File: src/core/crbc_pkg.sv
// Purpose: shared constants for the charge reached_flag_a behaviour controller
// Assumes: two ports, behaviour code per port in two bits
// Notes:   widths of charge and threshold are fixed here
package crbc_pkg;
  localparam int          NPORT    = 2;
  localparam int          ACC_W    = 24;
  localparam int          DELTA_W  = 16;
  localparam logic [1:0]  BEH_REP  = 2'h0;
  localparam logic [1:0]  BEH_RD   = 2'h1;
  localparam logic [1:0]  BEH_DS   = 2'h2;
  localparam logic [1:0]  BEH_IGN  = 2'h3;
  localparam logic [1:0]  BEH_RST  = BEH_RD;
  localparam logic [ACC_W-1:0] ACC_RST = 24'h000000;
  localparam logic [ACC_W-1:0] ACC_MAX = 24'hffffff;
endpackage : crbc_pkg

File: src/core/crbc_port_if.sv
// Purpose: per-port link between policy, accumulator and enable latch
// Assumes: single clock domain
// Notes:   one instance per port
`timescale 1ns/1ps
interface crbc_port_if;
  import crbc_pkg::*;
  logic               active;
  logic               enable;
  logic               clear;
  logic               inc;
  logic [DELTA_W-1:0] delta;
  logic [ACC_W-1:0]   thr;
  logic [ACC_W-1:0]   acc;
  logic               flag;
  logic               pe_in;
  logic               pe_hold;
  logic               pe_apply;
  logic               pe_eff;
  modport accum (input active, enable, clear, inc, delta, thr, output acc, flag);
  modport latch (input pe_in, pe_hold, pe_apply, output pe_eff);
  modport ctrl  (output active, enable, clear, inc, delta, thr, pe_in, pe_hold,
                 pe_apply, input acc, flag, pe_eff);
endinterface : crbc_port_if

File: src/core/crbc_accum.sv
// Purpose: saturating charge accumulator with threshold flag
// Assumes: increments arrive as one-cycle strobes
// Notes:   flag and count update in the same edge
`timescale 1ns/1ps
module crbc_accum
  import crbc_pkg::*;
(
  input wire logic clk_i,    // system clock
  input wire logic resetn_i, // async reset, active low
  crbc_port_if.accum pif     // accumulator side
);
  typedef struct packed {
    logic [ACC_W-1:0] acc;
    logic             flag;
  } crbc_acc_type;

  crbc_acc_type st;
  crbc_acc_type next_st;
  logic [ACC_W:0] sum;

  always_comb begin
    next_st = st;
    sum = {1'b0, st.acc} + {{(ACC_W+1-DELTA_W){1'b0}}, pif.delta};
    // attach or removal has no input here, so the count survives it
    if (pif.clear || !pif.enable) begin
      next_st.acc = ACC_RST;
    end else if (pif.active && pif.inc) begin
      next_st.acc = sum[ACC_W] ? ACC_MAX : sum[ACC_W-1:0];
    end
    next_st.flag = pif.enable && !pif.clear &&
                   (st.flag || (pif.active && next_st.acc >= pif.thr));
  end

  always_ff @(posedge clk_i or negedge resetn_i) begin
    if (!resetn_i) begin
      st <= '{acc: ACC_RST, flag: 1'b0};
    end else begin
      st <= next_st;
    end
  end

  assign pif.acc  = st.acc;
  assign pif.flag = st.flag;
endmodule : crbc_accum

File: src/core/crbc_pe_latch.sv
// Purpose: effective port power enable as seen by the power states
// Assumes: hold and apply come from registered policy state
// Notes:   apply wins over hold
`timescale 1ns/1ps
module crbc_pe_latch
  import crbc_pkg::*;
(
  input wire logic clk_i,    // system clock
  input wire logic resetn_i, // async reset, active low
  crbc_port_if.latch pif     // enable latch side
);
  typedef struct packed {
    logic pe;
  } crbc_pe_type;

  crbc_pe_type st;
  crbc_pe_type next_st;

  always_comb begin
    next_st = st;
    if (pif.pe_apply || !pif.pe_hold) begin
      next_st.pe = pif.pe_in;
    end
  end

  always_ff @(posedge clk_i or negedge resetn_i) begin
    if (!resetn_i) begin
      st <= '{pe: 1'b0};
    end else begin
      st <= next_st;
    end
  end

  assign pif.pe_eff = st.pe;
endmodule : crbc_pe_latch

File: src/core/crbc_top.sv
// Purpose: per-port charge rationing behaviour controller
// Assumes: all inputs synchronous to clk_i; charge strobes from a meter
// Notes:   policy outputs follow the reached flag by one clock
//
// Overview of operation
// count charge and test the threshold only in the Active state
// attach or removal events never clear the accumulated charge
// port behaves normally in every behaviour until threshold reached
// writing a new behaviour leaves the charge data untouched
// behaviour change before threshold is silent, applied once threshold hits
// behaviour change after threshold acts at once on alert and switch
// behaviour codes: 00 report, 01 report+disconnect default, 10 sleep, 11 ignore
// report+disconnect at threshold asserts alert and opens the switch
// report+disconnect keeps bus monitoring running
// report+disconnect: enables still move states, switch stays open
// report+disconnect keeps the bypass switch open despite attach detect
// disconnect+sleep opens switch, enters Sleep, stops voltage monitoring
// disconnect+sleep ignores enable toggles until rationing is reset
// ignore takes no action at the threshold
// any rationing reset clears the charge and the reached flag
// reset in report modes releases the alert
// reset in disconnect modes re-samples enables and enters that state
// from ignore: alert, alert+open, or open+sleep per new behaviour
// from report: release, open, or release+open+sleep per new behaviour
// from report+disconnect: release+apply, apply, or release+sleep
// from sleep: apply, alert+apply, or alert+apply with switches open
// counter clear zeroes charge; restarts before, reset actions after
// clearing enable zeroes charge and undoes threshold actions
// reached flag sets in the cycle the charge meets the threshold
`timescale 1ns/1ps
module crbc_top
  import crbc_pkg::*;
(
  input  wire logic                          clk_i,                  // 200 MHz
  input  wire logic                          resetn_i,               // async, low
  input  wire logic [NPORT-1:0]              port_active_i,          // Active state
  input  wire logic [NPORT-1:0]              reached_flag_a_enable_i,        // rationing on
  input  wire logic [NPORT-1:0]              reached_flag_a_counter_clear_i, // clear pulse
  input  wire logic [NPORT-1:0][1:0]         reached_flag_a_behavior_sel_i,  // behaviour
  input  wire logic [NPORT-1:0]              charge_inc_i,           // charge strobe
  input  wire logic [NPORT-1:0][DELTA_W-1:0] charge_delta_i,         // charge step
  input  wire logic [NPORT-1:0][ACC_W-1:0]   reached_flag_a_threshold_i,     // limit
  input  wire logic [NPORT-1:0]              port_power_enable_i,    // enable ctrl
  output logic      [NPORT-1:0]              alert_n_o,              // alert, low
  output logic      [NPORT-1:0]              switch_open_o,          // force open
  output logic      [NPORT-1:0]              bypass_block_o,         // bypass off
  output logic      [NPORT-1:0]              sleep_req_o,            // go Sleep
  output logic      [NPORT-1:0]              monitor_stop_o,         // stop monitor
  output logic      [NPORT-1:0]              pe_apply_o,             // re-evaluate
  output logic      [NPORT-1:0]              pe_eff_o,               // held enable
  output logic      [NPORT-1:0]              reached_flag_a_o,       // reached flag
  output logic      [NPORT-1:0][ACC_W-1:0]   accum_charge_o          // total charge
);
  typedef struct packed {
    logic [NPORT-1:0]      alert_n;
    logic [NPORT-1:0]      sw_open;
    logic [NPORT-1:0]      byp_blk;
    logic [NPORT-1:0]      sleep;
    logic [NPORT-1:0]      mon_stop;
    logic [NPORT-1:0]      pe_apply;
    logic [NPORT-1:0]      reached_prev;
    logic [NPORT-1:0][1:0] beh_prev;
  } crbc_state_type;

  crbc_state_type st;
  crbc_state_type next_st;
  logic [NPORT-1:0] flag_w;

  for (genvar i = 0; i < NPORT; i++) begin : g_port
    crbc_port_if pif ();

    // behaviour select never reaches the accumulator
    assign pif.active   = port_active_i[i];
    assign pif.enable   = reached_flag_a_enable_i[i];
    assign pif.clear    = reached_flag_a_counter_clear_i[i];
    assign pif.inc      = charge_inc_i[i];
    assign pif.delta    = charge_delta_i[i];
    assign pif.thr      = reached_flag_a_threshold_i[i];
    assign pif.pe_in    = port_power_enable_i[i];
    assign pif.pe_hold  = st.sleep[i];
    assign pif.pe_apply = st.pe_apply[i];
    assign flag_w[i]    = pif.flag;
    assign reached_flag_a_o[i] = pif.flag;
    assign accum_charge_o[i]   = pif.acc;
    assign pe_eff_o[i]         = pif.pe_eff;

    crbc_accum u_accum (
      .clk_i    (clk_i),
      .resetn_i (resetn_i),
      .pif      (pif)
    );

    crbc_pe_latch u_pe (
      .clk_i    (clk_i),
      .resetn_i (resetn_i),
      .pif      (pif)
    );
  end

  // alert, switch, bypass, sleep and monitor stop are a pure function of flag and current behaviour;
  // only pe_apply keeps the previous flag and behaviour to tell the path of a change
  always_comb begin
    logic [1:0] beh;
    logic       r;
    logic       disc_now;
    logic       disc_prev;
    beh       = 2'h0;
    r         = 1'b0;
    disc_now  = 1'b0;
    disc_prev = 1'b0;
    next_st   = st;
    for (int p = 0; p < NPORT; p++) begin
      beh       = reached_flag_a_behavior_sel_i[p];
      r         = flag_w[p];
      disc_now  = (beh == BEH_RD) || (beh == BEH_DS);
      disc_prev = (st.beh_prev[p] == BEH_RD) || (st.beh_prev[p] == BEH_DS);
      // until the flag rises every output stays in the normal state
      next_st.alert_n[p]  = !(r && (beh == BEH_REP || beh == BEH_RD));
      next_st.sw_open[p]  = r && disc_now;
      next_st.byp_blk[p]  = r && (beh == BEH_RD);
      next_st.sleep[p]    = r && (beh == BEH_DS);
      next_st.mon_stop[p] = r && (beh == BEH_DS);
      // ignore sets nothing above, so it takes no action
      next_st.pe_apply[p] =
        (st.reached_prev[p] && !r && disc_now) ||
        (st.reached_prev[p] && r && disc_prev &&
         beh != st.beh_prev[p] && beh != BEH_DS);
      next_st.reached_prev[p] = r;
      next_st.beh_prev[p]     = beh;
    end
  end

  always_ff @(posedge clk_i or negedge resetn_i) begin
    if (!resetn_i) begin
      st <= '{alert_n: '1, sw_open: '0, byp_blk: '0, sleep: '0, mon_stop: '0,
              pe_apply: '0, reached_prev: '0, beh_prev: {NPORT{BEH_RST}}};
    end else begin
      st <= next_st;
    end
  end

  assign alert_n_o      = st.alert_n;
  assign switch_open_o  = st.sw_open;
  assign bypass_block_o = st.byp_blk;
  assign sleep_req_o    = st.sleep;
  assign monitor_stop_o = st.mon_stop;
  assign pe_apply_o     = st.pe_apply;

  for (genvar k = 0; k < NPORT; k++) begin : g_chk

  end
endmodule : crbc_top

File: config.mk
export PLATFORM = sky130hd
export DESIGN_NAME = crbc_top
export DESIGN_NICKNAME = d
export VERILOG_FILES = /design/src/core/crbc_pkg.sv /design/src/core/crbc_port_if.sv /design/src/core/crbc_accum.sv /design/src/core/crbc_pe_latch.sv /design/src/core/crbc_top.sv
export SDC_FILE = /design/constraint.sdc
export NUM_CORES = 1
export LEC_CHECK = 0
export BUFFER_PORTS_ARGS = -buffer_cell sky130_fd_sc_hd__buf_2
export CORE_UTILIZATION = 25
export CTS_CLUSTER_DIAMETER = 150
export DETAILED_ROUTE_END_ITERATION = 10
export GPL_ROUTABILITY_DRIVEN = 0
export PLACE_DENSITY = 0.43
export REMOVE_ABC_BUFFERS = 1
export SYNTH_ARGS = -nofsm -noshare
export SYNTH_HDL_FRONTEND = slang
export SYNTH_SLANG_ARGS = --single-unit
File: constraint.sdc
create_clock -name clk_i -period 4.7 [get_ports clk_i]
set_clock_uncertainty 0.15 [all_clocks]
set_input_delay 0.235 -clock clk_i [delete_from_list [all_inputs] [get_ports clk_i]]
set_output_delay 0.235 -clock clk_i [all_outputs]
set_load 0.02 [all_outputs]
# Yosys cells after proc, flatten, opt, wreduce, memory -nomap -nowiden

Cells that the tools add are included.

Input port bits: 96
Output and inout bits: 64
Flip-flop bits (word level): 68

Multiplexer cells: 6
Add/sub/neg operators: 2
Reduce and logical (&&, ||, !) cells: 54
$lt $le $gt $ge: 2
Eq/ne operators: 12

Operator list:

| operator                                      | count |
|---|---|
| 2-to-1 mux 24 bit                             | 6 |
| adder 24 x 16 -> 25 bit                       | 2 |
| >= comparator 24 bit                          | 2 |
| logical AND 1 bit                             | 28 |
| logical OR 1 bit                              | 14 |
| zero test 1 bit                               | 10 |
| == test 2 x 1 -> 1 bit, second input constant | 4 |
| == test 2 bit, second input constant          | 4 |
| zero test 2 bit                               | 2 |
| != test 2 bit                                 | 2 |
| != test 2 bit, second input constant          | 2 |

# Longest topological paths before layout

Depth in word-level cells: 8
Depth in mapped cells: 17

# Modules after synthesis

Synthesis repeated with hierarchy kept, for this count alone.

Cells, all modules: 674
Area total of the unflattened synthesis: 5906.9 um^2

Modules (own cells, without submodules):

| module                          | cells each | area an instance (um^2) | instances | sequential area each (um^2) |
|---|---|---|---|---|
| crbc_accum at g_port[1].u_accum | 299        | 2528.7                  | 1         | 625.6 |
| crbc_accum at g_port[0].u_accum | 303        | 2513.7                  | 1         | 625.6 |
| crbc_top                        | 66         | 772.0                   | 1         | 405.4 |
| crbc_pe_latch                   | 3          | 46.3                    | 2         | 25.0 |

# Worst setup path before layout

OpenSTA, ideal clock, no wires.

Path type: reg2reg
Start point: register g_port[0].u_accum.st, in the netlist g_port[0].u_accum.pif.acc[0]
End point: register g_port[0].u_accum.st, in the netlist g_port[0].u_accum.pif.flag
Slack: 859 ps
Data arrival time: 3613 ps
Stages on the path, launching flop included: 17
Required time: 4473 ps
Path buffers: 0
Setup time: 77 ps
Path through: dfrtp_1 -> ha_1 -> fa_1 -> a211oi_1 -> o21bai_1 -> or3_1 -> nor2b_4 -> a211o_1 -> xor2_1 -> o221a_1 -> ha_1 -> nand4_1 -> nor4_1 -> nand2_1 -> o2111ai_1 -> a21oi_1 -> a21oi_1

RTL lines:

| item                   | line             | source |
|---|---|---|
| from (decl)            | crbc_accum.sv:17 | `crbc_acc_type st;` |
| from (signal assigned) | crbc_accum.sv:36 | `st <= '{acc: ACC_RST, flag: 1'b0};` |
| from (signal assigned) | crbc_accum.sv:38 | `st <= next_st;` |

==> Implementation_results.wiki <==
{| class="wikitable"
! Metric !! Value
|-
| Final number of setup-violating endpoints || 0
|-
| Peak clock frequency supported by timing || 232 MHz
|-
| Clock share of power || 43.9%
|-
| Data required time at the worst endpoint || 4810 ps
|-
| Sw frac || 28.7%
|-
| Compound-gate portion of the synthesized area || 23.9%
|-
| Synthesized instance count || 671
|-
| Normalized max-slew margin || 34.1%
|-
| Static power due to leakage || 3.81 nW
|-
| Origin of the critical flop-to-flop path || g_port[0].u_accum.pif.acc[0]
|-
| Filler Cells Inserted || 2,426
|-
| Highest cell delay on the worst timing path || 430 ps
|-
| Max-slew violations || 0
|-
| Port Buffer Count || 159
|-
| Final critical path time including I/O delays and setup || 4310 ps
|-
| Critical Path Start || g_port[0].u_accum.pif.acc[0]
|-
| Worst Setup End Kind || flop
|-
| Dominant synthesized flop cell || sky130_fd_sc_hd__dfrtp_1
|-
| Number of antenna diodes || 0
|-
| Comb power frac || 19.6%
|-
| # IOs || 160
|-
| Post-CTS Setup Bufs || 0
|-
| Detailed-routing iteration count for the pre-antenna-repair pass || 4
|-
| Die width || 154 um
|-
| Cell chain of the critical path || ha_1, fa_1, a211oi_1, o21bai_1, o22a_1, a31oi_4, o31a_1, buf_4, nand2_1, a32o_1, ha_1, nand4_1, nor4_2, nand2_1, o2111ai_1, a21oi_1, a21oi_1
|-
| Average wire length per cell after detail routing || 16.4 um
|-
| IR Drop Worst-Case VDD || 0.000140 V
|-
| Register bit count reported by yosys || 68
|-
| Residual antenna-violating net count after detailed routing || 0
|-
| Die area || 23,700 sq um
|-
| Count of buffer and inverter cells on the critical path || 1
|-
| Fin. Hold Viols || 0
|-
| Slowest-stage cell, CP || sky130_fd_sc_hd__fa_1
|-
| Total clock buffers created by CTS || 9
|-
| Simple-gate share of the synthesized area || 13.7%
|-
| Post-layout instance area || 7180 sq um
|-
| Synthesized-area fraction occupied by adder cells || 19.3%
|-
| Net load switching power || 479 uW
|-
| CTS sink cnt || 68
|-
| Number of antenna violations at the first check in global routing || 0
|-
| Number of rows in the core area || 55
|-
| Vert. Die Dim || 154 um
|-
| Number of max-capacitance violations reported || 0
|-
| Critical Path Start Type || flop
|-
| Distinct cell type count of the synthesized netlist || 60
|-
| Post-Synth XOR/XNOR Area || 4.85%
|-
| Post-route DRC || 0
|-
| Core footprint || 22,600 sq um
|-
| Layout-stage area growth over the synthesis result || 24.2%
|-
| CTS tree || built
|-
| Fraction of final layout cells sized beyond drive strength 1 || 23.7%
|-
| Share of flip-flops with an asynchronous set or reset after synthesis || 100%
|-
| Post-synth EDFFs || 0
|-
| Final worst path period share || 91.7%
|-
| Part of the Yosys area used for sequential elements || 29.5%
|-
| Endpoint arrival time on the critical path || 4420 ps
|-
| Clk buf depth || 2
|-
| Final Total Pwr || 1.67 mW
|-
| Int Pwr || 1.19 mW
|-
| Worst hold-check path type || in -> reg
|-
| Vias in the first global route || 5,479
|-
| Final setup TNS || 0 ps
|-
| Gate family responsible for the most delay along the worst path || compound AO/OA/AOI/OAI gates
|-
| Total congestion overflow after global routing || 0
|-
| Latest clock arrival within the worst-skew pair || 340 ps
|-
| Effective utilization at floorplan || 25.5%
|-
| Routed via count || 5,258
|-
| Run status || finished, final reports clean
|-
| Placement-stage cell area || 6790 sq um
|-
| Via density per instance || 4.73
|-
| CP Max Fanout || 9
|-
| Fraction of synthesized area in multiplexers || 1.60%
|-
| Post-synthesis area per instance || 8.61 sq um
|-
| Category of the most critical setup path || reg -> reg
|-
| Aggregate global-route resource usage || 16.0%
|-
| Post-synth design cell area || 5780 sq um
|-
| Proportion of power drawn by flip-flops and latches || 36.5%
|-
| Worst hold path startpoint || port_active_i[0]
|-
| Wire length of the first global-routing pass || 29,300 um
|-
| Maximum number of pins on one net before global-route repair || 69
|-
| DRT Wirelength || 18,200 um
|-
| Yosys warning count || 0
|-
| # H-tree levels || 3
|-
| Drt initial violations || 228
|-
| Main combinational cell family by area after synthesis || compound AO/OA/AOI/OAI gates
|-
| Power density over the cells || 232 nW/um^2
|-
| Clock tree root buffer cell || sky130_fd_sc_hd__clkbuf_16
|-
| Clock slew at the register clock pins of the worst setup and hold paths || 60 ps
|-
| Slew @ Worst Pin || 989 ps
|-
| Post-layout nets || 1,005
|-
| Setup repair after global routing missed its margin || false
|-
| DP HPWL || 14,300 um
|}
-- through the flow --
stage,cells,utilization [%],worst slack [ps],hold slack (ps)
5_1_grt,1111,31.7,9.04,152
3_5_place_dp,1088,30.0,286,219
4_1_cts,1111,31.7,264,109
3_3_place_gp,1088,30.0,270,219
6_report,1111,31.7,391,111
2_1_floorplan,638,-,712,-211
-- placed cells by master, fill, tap and decap left out, types with 3 or more instances in the layout --
| cell type | count |
|---|---|
| sky130_fd_sc_hd__o21ai_0 | 57 |
| sky130_fd_sc_hd__ha_1 | 86 |
| sky130_fd_sc_hd__inv_1 | 59 |
| sky130_fd_sc_hd__dlygate4sd3_1 | 7 |
| sky130_fd_sc_hd__nor2b_1 | 9 |
| sky130_fd_sc_hd__o21a_1 | 6 |
| sky130_fd_sc_hd__nand2b_1 | 7 |
| sky130_fd_sc_hd__xor2_1 | 15 |
| sky130_fd_sc_hd__o211ai_1 | 6 |
| sky130_fd_sc_hd__nand3_1 | 8 |
| sky130_fd_sc_hd__a21o_1 | 24 |
| sky130_fd_sc_hd__mux2i_1 | 7 |
| sky130_fd_sc_hd__nand4_1 | 18 |
| sky130_fd_sc_hd__or3_1 | 7 |
| sky130_fd_sc_hd__buf_2 | 158 |
| sky130_fd_sc_hd__clkbuf_16 | 9 |
| sky130_fd_sc_hd__dfstp_2 | 4 |
| sky130_fd_sc_hd__o2111ai_1 | 3 |
| sky130_fd_sc_hd__a211oi_1 | 5 |
| sky130_fd_sc_hd__buf_4 | 7 |
| sky130_fd_sc_hd__nor3_1 | 8 |
| sky130_fd_sc_hd__and4_1 | 3 |
| sky130_fd_sc_hd__clkbuf_8 | 3 |
| sky130_fd_sc_hd__xnor2_1 | 17 |
| sky130_fd_sc_hd__clkbuf_1 | 3 |
| sky130_fd_sc_hd__nor2_1 | 42 |
| sky130_fd_sc_hd__a21oi_1 | 83 |
| sky130_fd_sc_hd__o21ai_1 | 10 |
| sky130_fd_sc_hd__a31oi_1 | 5 |
| sky130_fd_sc_hd__and2_1 | 10 |
| sky130_fd_sc_hd__nand2_1 | 34 |
| sky130_fd_sc_hd__dfrtp_1 | 64 |
-- worst reg2reg max path, cell delays in order (launching register included) --
cell and delay [ps]:
sky130_fd_sc_hd__dfrtp_1 390, sky130_fd_sc_hd__ha_1 220, sky130_fd_sc_hd__fa_1 430, sky130_fd_sc_hd__a211oi_1 260, sky130_fd_sc_hd__o21bai_1 160, sky130_fd_sc_hd__o22a_1 290
sky130_fd_sc_hd__a31oi_4 320, sky130_fd_sc_hd__o31a_1 200, sky130_fd_sc_hd__buf_4 200, sky130_fd_sc_hd__nand2_1 70, sky130_fd_sc_hd__a32o_1 280, sky130_fd_sc_hd__ha_1 290
sky130_fd_sc_hd__nand4_1 180, sky130_fd_sc_hd__nor4_2 390, sky130_fd_sc_hd__nand2_1 100, sky130_fd_sc_hd__o2111ai_1 120, sky130_fd_sc_hd__a21oi_1 80, sky130_fd_sc_hd__a21oi_1 120
-- synthesized netlist by cell type, types with 9 or more instances --
cell type	count	area share, %
sky130_fd_sc_hd__a21o_1	24	3.1
sky130_fd_sc_hd__a21oi_1	83	7.2
sky130_fd_sc_hd__and2_1	10	1.1
sky130_fd_sc_hd__buf_4	16	2.1
sky130_fd_sc_hd__clkbuf_1	11	0.71
sky130_fd_sc_hd__dfrtp_1	64	28
sky130_fd_sc_hd__ha_1	86	19
sky130_fd_sc_hd__inv_1	59	3.8
sky130_fd_sc_hd__nand2_1	34	2.2
sky130_fd_sc_hd__nand4_1	18	1.9
sky130_fd_sc_hd__nor2_1	42	2.7
sky130_fd_sc_hd__nor2b_1	9	0.97
sky130_fd_sc_hd__o21ai_0	57	4.9
sky130_fd_sc_hd__o21ai_1	11	0.95
sky130_fd_sc_hd__xnor2_1	17	2.6
sky130_fd_sc_hd__xor2_1	15	2.3
-- registers in the layout (all words and copies together) (netlist names) --
signal and count:
alert_n_o 2, bypass_block_o 2, g_port.u_accum.pif.acc 48, g_port.u_accum.pif.flag 2
g_port.u_pe.pif.pe_eff 2, monitor_stop_o 2, pe_apply_o 2, st 6
switch_open_o 2
-- repair_timing --
| item | CTS | global route |
|---|---|---|
| hold endpoints to repair | 70 | 0 |
| setup endpoints to repair | 0 | 2 |
| gates resized for setup | 0 | 2 |
| hold buffers | 7 | 0 |
-- final timing paths --
check	endpoint	slack [ps]	cells after the start
worst max register to register	g_port[0].u_accum.pif.flag	390	17
max in group asynchronous	g_port[0].u_accum.pif.acc[14]	3320	2
min in group asynchronous	st[3]	460	2
worst max-delay path	g_port[0].u_accum.pif.flag	390	17
worst min register to register	pe_apply_o[1]	310	1
worst min-delay path	g_port[0].u_accum.pif.flag	110	3
-- power by group through the flow --
stage	Clock, mW	Sequential, mW	Combinational [mW]
global placement	0	0.618	0.328
CTS	0.762	0.608	0.332
floorplan	0	0.629	0.183
finish	0.732	0.608	0.327
global route	0.781	0.610	0.371
detailed placement	0	0.619	0.326
-- layer usage --
layer  vias to the layer above  GRT usage, %  share of wire [%]
met5                         -             0                  0
met4                         0          4.05                1.1
met3                        14          3.27                4.6
met2                       121          28.4                 50
met1                      2419          19.5                 45
li1                       2704             -                  -
-- kinds of logic (layout without fill, tap and decap cells) --
family / count (synthesis) / count (layout)
DFF: 68 / 68
xor gates and xnor gates: 32 / 32
and+or+nand+nor: 157 / 157
AOI/OAI and AO/OA: 225 / 225
adders and majority gates: 88 / 88
muxes: 9 / 9
buffers and inverters: 92 / 247
-- area by class of cell --
cell class | count | area, sq um | share of cell area (%)
Multi-Input combinational cell | 511 | 3670 | 51.2
Timing Repair Buffer | 172 | 913 | 12.7
Sequential cell | 68 | 1710 | 23.8
Clock buffer | 15 | 278 | 3.87
Inverter | 59 | 221 | 3.08
Clock inverter | 1 | 30.0 | 0.418
Tap cell | 285 | 357 | 4.97
No activity file was read; power rests on OpenSTA's default activity.
